$ cat config.mk
export PLATFORM = sky130hd
export DESIGN_NAME = anpr_regs
export DESIGN_NICKNAME = d
export VERILOG_FILES = /design/src/common/anpr_pkg.sv /design/src/hw/anpr_regs.sv /design/src/hw/anpr_hold.sv
export SDC_FILE = /design/constraint.sdc
export NUM_CORES = 1
export LEC_CHECK = 0
export ABC_AREA = 1
export BUFFER_PORTS_ARGS = -buffer_cell sky130_fd_sc_hd__buf_4
export CELL_PAD_IN_SITES_DETAIL_PLACEMENT = 1
export CELL_PAD_IN_SITES_GLOBAL_PLACEMENT = 1
export CORE_MARGIN = 5
export CORE_UTILIZATION = 40
export CTS_CLUSTER_SIZE = 20
export DETAILED_ROUTE_END_ITERATION = 16
export PLACE_DENSITY_LB_ADDON = 0.1
export SLEW_MARGIN = 20
export SYNTH_ARGS = -nofsm -noshare
export SYNTH_HDL_FRONTEND = slang
export SYNTH_SLANG_ARGS = --single-unit
$ cat constraint.sdc
create_clock -name core_clk_in -period 3.5 [get_ports core_clk_in]
set_clock_uncertainty 0.2 [all_clocks]
set_input_delay 0.525 -clock core_clk_in [delete_from_list [all_inputs] [get_ports core_clk_in]]
set_output_delay 0.525 -clock core_clk_in [all_outputs]
set_load 0.02 [all_outputs]
$ cat src/common/anpr_pkg.sv
/*
 * anpr_pkg: constants shared by the autonegotiation next page register slice.
 * Assumes clause-45 style access: a 5-bit device address plus a 16-bit register address.
 */
`default_nettype none

package anpr_pkg;

	// management device and register addresses
	localparam logic [4:0]  ANPR_DEV_ADDR        = 5'h07;
	localparam logic [15:0] ANPR_OFS_PARTNER_UPR = 16'h0207;
	localparam logic [15:0] ANPR_OFS_TX_LOW      = 16'h0208;
	localparam logic [15:0] ANPR_OFS_TX_MID      = 16'h0209;
	localparam logic [15:0] ANPR_OFS_TX_HIGH     = 16'h020A;

	// reset values
	localparam logic [15:0] ANPR_PARTNER_RESET   = 16'h0000;
	localparam logic [15:0] ANPR_TX_LOW_RESET    = 16'h2001;
	localparam logic [15:0] ANPR_TX_MID_RESET    = 16'h0000;
	localparam logic [15:0] ANPR_TX_HIGH_RESET   = 16'h0000;

	// partner base page upper word fields
	localparam int          ANPR_PB_EEE          = 14;
	localparam int          ANPR_PB_HI_CAPABLE   = 13;
	localparam int          ANPR_PB_HI_REQUEST   = 12;
	localparam int          ANPR_PB_SHORT_HD     = 11;
	localparam logic [15:0] ANPR_PARTNER_MASK    = 16'h7800;

	// transmit next page low word fields
	localparam int          ANPR_NP_MORE         = 15;
	localparam int          ANPR_NP_ACK          = 14;
	localparam int          ANPR_NP_ENCODING     = 13;
	localparam int          ANPR_NP_ACK2         = 12;
	localparam int          ANPR_NP_TOGGLE       = 11;
	localparam int          ANPR_NP_CODE_MSB     = 10;
	localparam int          ANPR_CODE_W          = 11;

	// message codes
	localparam logic [10:0] ANPR_CODE_NULL       = 11'h001;
	localparam logic [10:0] ANPR_CODE_VENDOR_TAG = 11'h005;
	localparam logic [10:0] ANPR_CODE_DEVICE_TAG = 11'h006;

	typedef enum {
		ANPR_SEL_NONE,
		ANPR_SEL_PARTNER,
		ANPR_SEL_LOW,
		ANPR_SEL_MID,
		ANPR_SEL_HIGH
	} anpr_sel_t;

endpackage

`default_nettype wire

$ cat src/hw/anpr_regs.sv
/*
 * anpr_regs: partner base page upper word and the transmit next page words of the
 * autonegotiation unit, reached by the management register port in device 0x07.
 * Assumes the management front end delivers one-cycle read and write strobes with
 * device and register address, and the arbitration machine runs on the same clock.
 */
// Notes on behaviour
// - registers sit in device 7, 0x0207 to 0x020A
// - partner upper word held on low-word read
// - upper word read returns held copy
// - bit 14 reports partner energy saving ability
// - bit 13 reports partner high level ability
// - bit 12 reports partner high level request
// - bit 11 reports partner short-reach half duplex
// - reset loads 0x2001, mid and high zero; partner copy zeroed by rst_in only
// - bit 15 writable more-pages request, reset 0
// - bit 14 read-only acknowledge from arbitration
// - bit 13 writable encoding select, reset 1
// - bit 12 writable comply acknowledge, reset 0
// - bit 11 reads zero, toggle inserted later
// - code field writable, resets to null code
// - mid word fully writable, resets zero
// - high word fully writable, resets zero
`timescale 1ns/1ps
`default_nettype none

module anpr_regs
	import anpr_pkg::*;
(
	input  wire logic        core_clk_in,                 // system clock, 10 MHz
	input  wire logic        rst_in,                      // synchronous reset, high
	input  wire logic        an_reset_in,                 // autonegotiation reset pulse
	input  wire logic [4:0]  mgmt_dev_in,                 // management device address
	input  wire logic [15:0] mgmt_addr_in,                // register address
	input  wire logic        mgmt_rd_in,                  // read strobe
	input  wire logic        mgmt_wr_in,                  // write strobe
	input  wire logic [15:0] mgmt_wdata_in,               // write data
	output logic      [15:0] mgmt_rdata_out,              // read data
	output logic             mgmt_rvalid_out,             // read data valid pulse
	input  wire logic        partner_low_read_in,         // partner low word being read
	input  wire logic [15:0] partner_base_page_upper_in,  // live partner bits 47:32
	input  wire logic        page_acknowledge_in,         // ack from arbitration
	output logic      [47:0] tx_page_out,                 // committed next page
	output logic             tx_page_commit_out,          // page committed pulse
	output logic             more_pages_request_out,      // committed more-pages bit
	output logic             partner_high_level_use_out   // partner able and asking
);

	typedef struct packed {
		logic [15:0] rdata;
		logic        rvalid;
		logic        more_pages_request;
		logic        page_acknowledge;
		logic        page_encoding_select;
		logic        comply_acknowledge;
		logic [10:0] page_code_field;
		logic [15:0] free_code_field_one;
		logic [15:0] free_code_field_two;
		logic [47:0] page;
		logic        commit;
	} anpr_state_t;

	localparam anpr_state_t ANPR_STATE_RESET = '{
		rdata:                16'h0000,
		rvalid:               1'b0,
		more_pages_request:   ANPR_TX_LOW_RESET[ANPR_NP_MORE],
		page_acknowledge:     ANPR_TX_LOW_RESET[ANPR_NP_ACK],
		page_encoding_select: ANPR_TX_LOW_RESET[ANPR_NP_ENCODING],
		comply_acknowledge:   ANPR_TX_LOW_RESET[ANPR_NP_ACK2],
		page_code_field:      ANPR_TX_LOW_RESET[ANPR_NP_CODE_MSB:0],
		free_code_field_one:  ANPR_TX_MID_RESET,
		free_code_field_two:  ANPR_TX_HIGH_RESET,
		page:                 {ANPR_TX_HIGH_RESET, ANPR_TX_MID_RESET, ANPR_TX_LOW_RESET},
		commit:               1'b0
	};

	anpr_state_t state_reg;
	anpr_state_t state_next;
	anpr_sel_t   rd_sel;
	anpr_sel_t   wr_sel;
	logic [15:0] partner_held;
	logic [15:0] tx_low_word;

	////////////////////////////////////////////////////////////////////////////////
	// address decode, shared by read and write paths

	function automatic anpr_sel_t decode_sel(
		input logic [4:0]  dev,
		input logic [15:0] addr
	);
		anpr_sel_t sel;
		sel = ANPR_SEL_NONE;
		if (dev == ANPR_DEV_ADDR)
		begin
			case (addr)
				ANPR_OFS_PARTNER_UPR: sel = ANPR_SEL_PARTNER;
				ANPR_OFS_TX_LOW:      sel = ANPR_SEL_LOW;
				ANPR_OFS_TX_MID:      sel = ANPR_SEL_MID;
				ANPR_OFS_TX_HIGH:     sel = ANPR_SEL_HIGH;
				default:              sel = ANPR_SEL_NONE;
			endcase
		end
		return sel;
	endfunction

	// low word image; toggle always zero here, the arbitration machine sets it on the wire
	function automatic logic [15:0] pack_low(
		input logic        more,
		input logic        ack,
		input logic        enc,
		input logic        ack2,
		input logic [10:0] code
	);
		logic [15:0] word;
		word                          = 16'h0000;
		word[ANPR_NP_MORE]            = more;
		word[ANPR_NP_ACK]             = ack;
		word[ANPR_NP_ENCODING]        = enc;
		word[ANPR_NP_ACK2]            = ack2;
		word[ANPR_NP_TOGGLE]          = 1'b0;
		word[ANPR_NP_CODE_MSB:0]      = code;
		return word;
	endfunction

	assign rd_sel = mgmt_rd_in ? decode_sel(mgmt_dev_in, mgmt_addr_in) : ANPR_SEL_NONE;
	assign wr_sel = mgmt_wr_in ? decode_sel(mgmt_dev_in, mgmt_addr_in) : ANPR_SEL_NONE;

	assign tx_low_word = pack_low(state_reg.more_pages_request, state_reg.page_acknowledge,
		state_reg.page_encoding_select, state_reg.comply_acknowledge, state_reg.page_code_field);

	////////////////////////////////////////////////////////////////////////////////
	// partner base page upper word, frozen while software walks the page

	anpr_hold #(
		.WIDTH (16),
		.RESET (ANPR_PARTNER_RESET)
	) u_partner_hold (
		.core_clk_in (core_clk_in),
		.rst_in      (rst_in),
		.capture_in  (partner_low_read_in),
		.data_in     (partner_base_page_upper_in & ANPR_PARTNER_MASK),
		.data_out    (partner_held)
	);

	////////////////////////////////////////////////////////////////////////////////
	always_comb
	begin
		state_next        = state_reg;
		state_next.rvalid = 1'b0;
		state_next.commit = 1'b0;

		// ack follows the arbitration machine, software cannot write it
		state_next.page_acknowledge = page_acknowledge_in;

		// read returns the value before any same-cycle write
		case (rd_sel)
			ANPR_SEL_PARTNER:
			begin
				state_next.rvalid = 1'b1;
				state_next.rdata  = partner_held;
			end
			ANPR_SEL_LOW:
			begin
				state_next.rvalid = 1'b1;
				state_next.rdata  = tx_low_word;
			end
			ANPR_SEL_MID:
			begin
				state_next.rvalid = 1'b1;
				state_next.rdata  = state_reg.free_code_field_one;
			end
			ANPR_SEL_HIGH:
			begin
				state_next.rvalid = 1'b1;
				state_next.rdata  = state_reg.free_code_field_two;
			end
			default:
			begin
				state_next.rdata  = 16'h0000;
			end
		endcase

		case (wr_sel)
			ANPR_SEL_LOW:
			begin
				// bits 14 and 11 are not stored from software
				state_next.more_pages_request   = mgmt_wdata_in[ANPR_NP_MORE];
				state_next.page_encoding_select = mgmt_wdata_in[ANPR_NP_ENCODING];
				state_next.comply_acknowledge   = mgmt_wdata_in[ANPR_NP_ACK2];
				state_next.page_code_field      = mgmt_wdata_in[ANPR_NP_CODE_MSB:0];
				// low write seals the page from the mid and high words written before
				state_next.page   = {state_reg.free_code_field_two, state_reg.free_code_field_one,
					pack_low(mgmt_wdata_in[ANPR_NP_MORE], 1'b0, mgmt_wdata_in[ANPR_NP_ENCODING],
					mgmt_wdata_in[ANPR_NP_ACK2], mgmt_wdata_in[ANPR_NP_CODE_MSB:0])};
				state_next.commit = 1'b1;
			end
			ANPR_SEL_MID:
			begin
				state_next.free_code_field_one = mgmt_wdata_in;
			end
			ANPR_SEL_HIGH:
			begin
				state_next.free_code_field_two = mgmt_wdata_in;
			end
			default:
			begin
				// partner word is read-only, writes fall away
				state_next.commit = 1'b0;
			end
		endcase
	end

	always_ff @(posedge core_clk_in)
	begin
		if (rst_in || an_reset_in)
		begin
			state_reg <= ANPR_STATE_RESET;
		end
		else
		begin
			state_reg <= state_next;
		end
	end

	////////////////////////////////////////////////////////////////////////////////
	assign mgmt_rdata_out             = state_reg.rdata;
	assign mgmt_rvalid_out            = state_reg.rvalid;
	assign tx_page_out                = state_reg.page;
	assign tx_page_commit_out         = state_reg.commit;
	assign more_pages_request_out     = state_reg.page[ANPR_NP_MORE];
	// level choice uses the held copy, so it matches what software last saw
	assign partner_high_level_use_out = partner_held[ANPR_PB_HI_CAPABLE] &
		partner_held[ANPR_PB_HI_REQUEST];

endmodule

`default_nettype wire

$ cat src/hw/anpr_hold.sv
/*
 * anpr_hold: holding copy of a word, loaded on a one-cycle capture strobe.
 * Assumes data and strobe come from logic on the same clock.
 */
`timescale 1ns/1ps
`default_nettype none

module anpr_hold #(
	parameter int                 WIDTH = 16,
	parameter logic [WIDTH-1:0]   RESET = '0
) (
	input  wire logic             core_clk_in,  // system clock
	input  wire logic             rst_in,       // synchronous reset, high
	input  wire logic             capture_in,   // load strobe
	input  wire logic [WIDTH-1:0] data_in,      // live word
	output logic      [WIDTH-1:0] data_out      // held word
);

	typedef struct packed {
		logic [WIDTH-1:0] held;
	} anpr_hold_state_t;

	anpr_hold_state_t state_reg;
	anpr_hold_state_t state_next;

	////////////////////////////////////////////////////////////////////////////////
	always_comb
	begin
		state_next = state_reg;
		if (capture_in)
		begin
			state_next.held = data_in;
		end
	end

	always_ff @(posedge core_clk_in)
	begin
		if (rst_in)
		begin
			state_reg.held <= RESET;
		end
		else
		begin
			state_reg <= state_next;
		end
	end

	assign data_out = state_reg.held;

endmodule

`default_nettype wire

======== After elaboration in Yosys (flattened, before gate mapping) ========
Index checks and enable logic that the tools add are counted.
storage, ports and cells
  memory bits (writable) .................. 0
  bits of input ports ..................... 60
  output and inout bits ................... 68
  register bits after elaboration ......... 115
  memories ................................ 0
  latch bits .............................. 0
  word-level logic and storage cells ...... 34
  ROM bits ................................ 0
cells by class
  eq/ne operators ......................... 12
  reductions and logical operators ........ 2
  $mul .................................... 0
  $lt $le $gt $ge ......................... 0
  shift-type cells ........................ 0
  divide/modulo/power cells ............... 0
  add/sub/neg operators ................... 0
  multiplexer cells ....................... 7
  bitwise operators ....................... 1
operators with widths
  kind                                              number
  == test 32 x 2 -> 1 bit (second input constant)   4
  == test 16 x 10 -> 1 bit (second input constant)  4
  == test 32 x 3 -> 1 bit (second input constant)   2
  2-to-1 mux 32 bit                                 2
  case mux 16 bit (4 select lines)                  1
  == test 32 x 1 -> 1 bit (second input constant)   1
  case mux 3 bit (4 select lines)                   1
  == test 5 x 3 -> 1 bit (second input constant)    1
  OR reduction 4 bit                                1
  2-to-1 mux 3 bit                                  1
  2-to-1 mux 1 bit                                  2
  bitwise AND 1 bit                                 1
  logical OR 1 bit                                  1

======== Longest topological paths before layout ========
  depth in word-level cells ............... 7
  mapped depth ............................ 13
  mapped depth without buffers ............ 12

======== Hierarchy ========
From an unflattened synthesis, not the netlist that was laid out.
unflattened totals
  cells, all modules ...................... 739
  area, all modules ....................... 5331.4 sq um
by module, submodules not included
  module     instances  area an instance (sq um)  sequential area each (sq um)  cells an instance
  anpr_regs  1          4660.7                    1941.9                        638
  anpr_hold  1          670.6                     320.3                         101

======== Worst setup path before layout ========
Ideal clock, no wire load.
  path kind ............................... input to register
  from .................................... input mgmt_addr_in[13]
  to ...................................... register state_reg[65] (netlist bit)
  stages on the path ...................... 9
  buffers on the path ..................... 1
  path slack .............................. 1540 ps
  required time ........................... 3187 ps
  setup time .............................. 113 ps
  data arrival time ....................... 1647 ps
  path through ............................ nor2_1 -> nand2_1 -> nor2_2 -> nand2_2 -> nor2_4 -> nand3_2 -> buf_2 -> nor2_1 -> nor2_1
between the ends
  cells in the longest elaborated chain, start to end .. 5
  elaborated cells between the ends (all ways) .. 8
  those cells by class .................... eq/ne (5); mux (3)
ends and longest elaborated chain
  what                                 line              RTL
  start: declaration                   anpr_regs.sv:34   input wire logic [15:0] mgmt_addr_in,
  == test 16 x 10 -> 1 bit             anpr_regs.sv:95   case (addr)
  case mux 3 bit (4 select lines) (*)  anpr_regs.sv:95
  2-to-1 mux 3 bit (*)                 anpr_regs.sv:93   if (dev == ANPR_DEV_ADDR)
  2-to-1 mux 32 bit (*)                anpr_regs.sv:126  assign wr_sel = mgmt_wr_in ? decode_sel(mgmt_dev_in, mgmt_addr_in) : ANPR_SEL_NONE;
  == test 32 x 2 -> 1 bit (*)          anpr_regs.sv:183  case (wr_sel)
  end signal: assignment               anpr_regs.sv:221  state_reg <= state_next;
  end: declaration                     anpr_regs.sv:77   anpr_state_t state_reg;
Every way passes the cells marked *; elsewhere a longest branch is shown, timed or not.
A chain may end at the register's enable or synchronous reset.

======== Final worst setup path ========
  from .................................... input mgmt_addr_in[13]
  to ...................................... register state_reg (netlist bit mgmt_rdata_out[6])
between the ends
  cells in the longest elaborated chain, start to end .. 6
  elaborated cells between the ends (all ways) .. 12
  those cells by class .................... eq/ne (8); mux (4)
ends and longest elaborated chain
  what                                             line              RTL
  == test 16 x 10 -> 1 bit                         anpr_regs.sv:95
  case mux 3 bit (4 select lines) (*)              anpr_regs.sv:95
  2-to-1 mux 3 bit (*)                             -
  2-to-1 mux 32 bit (*)                            anpr_regs.sv:125  assign rd_sel = mgmt_rd_in ? decode_sel(mgmt_dev_in, mgmt_addr_in) : ANPR_SEL_NONE;
  == test 32 x 3 -> 1 bit (tied with other cells)  anpr_regs.sv:156  case (rd_sel)
  case mux 16 bit (4 select lines) (*)             anpr_regs.sv:156
Marked as above.

==> impl_metrics.env <==
export IMPL_die_h_um=117
export IMPL_pre_cts_ws_ns=0.713
export IMPL_io_buffers=113
export IMPL_initial_core_util_pct=40.4
export IMPL_max_freq_ghz=0.412
export IMPL_cp_top_family="simple AND/OR/NAND/NOR gates"
export IMPL_clockPowerShare_pct=46.1
export IMPL_leakage_nw=2.64
export IMPL_ctsRootBufferMaster="clkbuf_16"
export IMPL_wl_per_cell_um=16.3
export IMPL_cp_slowest_cell="nor2_1"
export IMPL_area_growth_pct=16.7
export IMPL_gp_congestion=0.820
export IMPL_power_internal_mw=1.82
export IMPL_drive_above_1_share_pct=22.1
export IMPL_fin_ws_ns=1.07
export IMPL_startpoint_type="input port"
export IMPL_fin_crit_sh_pct=69.4
export IMPL_drtAntennaViolNets=0
export IMPL_ios=128
export IMPL_power_density_nw_per_um2=436
export IMPL_hold_worst_slack_ns=0.195
export IMPL_cts_htree_levels=3
export IMPL_tritoncts="built"
export IMPL_setup_viol=0
export IMPL_clock_sinks=101
export IMPL_netlist_top_cells_area="dfxtp_1 44%, nor2_1 12%, buf_4 11%, o21ai_0 5.9%, nand2_1 5.5%"
export IMPL_yosysWarnings=0
export IMPL_tightest_slew_ns=0.806
export IMPL_seqPwrFrac_pct=49.5
export IMPL_remaining_drc_errors=0
export IMPL_die_area_um2=13700
export IMPL_seq_area_frac_synth_pct=44.2
export IMPL_synth_distinct_cells=22
export IMPL_num_vias=4011
export IMPL_gr_total_overflow=0
export IMPL_antenna_found_initial=0
export IMPL_antenna_cells=0
export IMPL_wl_um=13200
export IMPL_synth_top_area_share_pct=44.2
export IMPL_via_per_inst=4.96
export IMPL_syn_area_um2=4570
export IMPL_layout_common_cells="148 x nor2_1, 116 x buf_4, 101 x dfxtp_1, 67 x nand2_1, 54 x o21ai_0"
export IMPL_grt_pass1_wl_um=21400
export IMPL_irDropWorstVdd_uv=181
export IMPL_hold_viol_final=0
export IMPL_cap_viol_max_count=0
export IMPL_nNetsFinal=722
export IMPL_min_path_type="in2reg"
export IMPL_largest_register_ffs=43
export IMPL_period_minus_slack_ns=2.43
export IMPL_critPathCaptureType="flip-flop"
export IMPL_power_switching_mw=0.503
export IMPL_clockBufferDepth=2
export IMPL_syn_area_per_cell_um2=7.28
export IMPL_fp_row_count=39
export IMPL_worstPathArrival_ns=2.52
export IMPL_fin_tns_setup_ns=0
export IMPL_die_width_um=117
export IMPL_rsz0062_at_grt="false"
export IMPL_synth_seq_cells=101
export IMPL_layout_commonest_cell="nor2_1"
export IMPL_total_power_mw=2.33
export IMPL_drtPass1Iterations=4
export IMPL_path_buf_inv=2
export IMPL_timing_slew_headroom_pct=46.1
export IMPL_path_clk_slew_ns=0.07
export IMPL_post_cts_buffers=0
export IMPL_cts_resized=0
export IMPL_crit_type="in2reg"
export IMPL_pwr_share_comb_pct=4.4
export IMPL_first_iter_violations=189
export IMPL_cts_hold_buffers=0
export IMPL_required_ns=3.59
export IMPL_grt_pass1_vias=4240
export IMPL_synth_top_cell_by_area="dfxtp_1"
export IMPL_slew_viol_final=0
export IMPL_track_usage_pct=19.9
export IMPL_path_cells="buf_4 > nor2_1 > nand2_1 > nor2_2 > nand2_2 > nor2_8 > nand2_1 > nor2_1 > nand2_1 > nand3_1 > nand2_1 > inv_1"
export IMPL_switching_share_pct=21.6
export IMPL_outcome="complete, no violations"
export IMPL_cp_max_fo=23
export IMPL_syn_inst=628
export IMPL_numCtsBuffers=9
export IMPL_worst_path_most_repeated_cell="nand2_1"
export IMPL_max_stage_delay_ns=0.52
export IMPL_grt_max_degree=47
export IMPL_hpwlAfterDp_um=9420
export IMPL_coreArea_um2=11300
export IMPL_insertion_delay_ns=0.34
[per-stage QoR]
stage          util, %  cells  instance area [um2]
6_report          47.1    809                 5340
5_1_grt           47.1    809                 5340
4_1_cts           47.1    809                 5340
3_5_place_dp      44.4    794                 5020
3_3_place_gp      44.4    794                 5020
2_1_floorplan        -    629                 4580
[worst paths after layout]
check	cells after the start	start	to	slack (ns)
setup / recovery	12	mgmt_addr_in[13]	mgmt_rdata_out[6]$_SDFF_PP0_	1.07
setup reg to reg	4	tx_page_out[15]$_SDFFE_PP0P_	mgmt_rdata_out[15]$_SDFF_PP0_	2.40
hold / removal	2	rst_in	u_partner_hold.data_out[13]$_SDFFE_PP0P_	0.19
hold reg to reg	2	state_reg[60]$_SDFFE_PP0N_	state_reg[60]$_SDFFE_PP0N_	0.26
[synth_stat cells (all sizes together)]
master,count
buf,83
nand2,70
nor2,155
nand4,19
clkbuf,12
dfxtp,101
o21ai,78
conb,1
a21oi,20
nand3,38
inv,49
nor3,2
[logic make-up after synthesis]
family | synth area share, %
flops | 44.2
compound gates | 10.7
simple gates | 27.2
buf+inv | 17.8
other cells | 0.0820
[layout make-up]
type / count / area (um2)
Sequential cell: 101 / 2020
Clock inverter: 5 / 83.8
Multi-Input combinational cell: 384 / 1750
Fill cell: 1442 / 5980
Clock buffer: 10 / 229
Inverter: 49 / 184
Tap cell: 143 / 179
Timing Repair Buffer: 117 / 891
[layer usage]
| metal | share of wire [%] | track usage [%] |
|---|---|---|
| met1 | 48 | 27.8 |
| met2 | 44 | 31.8 |
| met3 | 5.7 | 3.55 |
| met4 | 1.7 | 5.50 |
| met5 | 0 | 0 |
[power groups by stage]
| stage | clock network, mW | logic [mW] | registers [mW] |
|---|---|---|---|
| finish | 1.07 | 0.102 | 1.15 |
| global route | 1.13 | 0.112 | 1.15 |
| CTS | 1.09 | 0.103 | 1.15 |
| detailed placement | 0 | 0.102 | 1.18 |
| global placement | 0 | 0.0992 | 1.18 |
| floorplan | 0 | 0.0398 | 1.18 |
No activity file was read; power rests on OpenSTA's default activity.
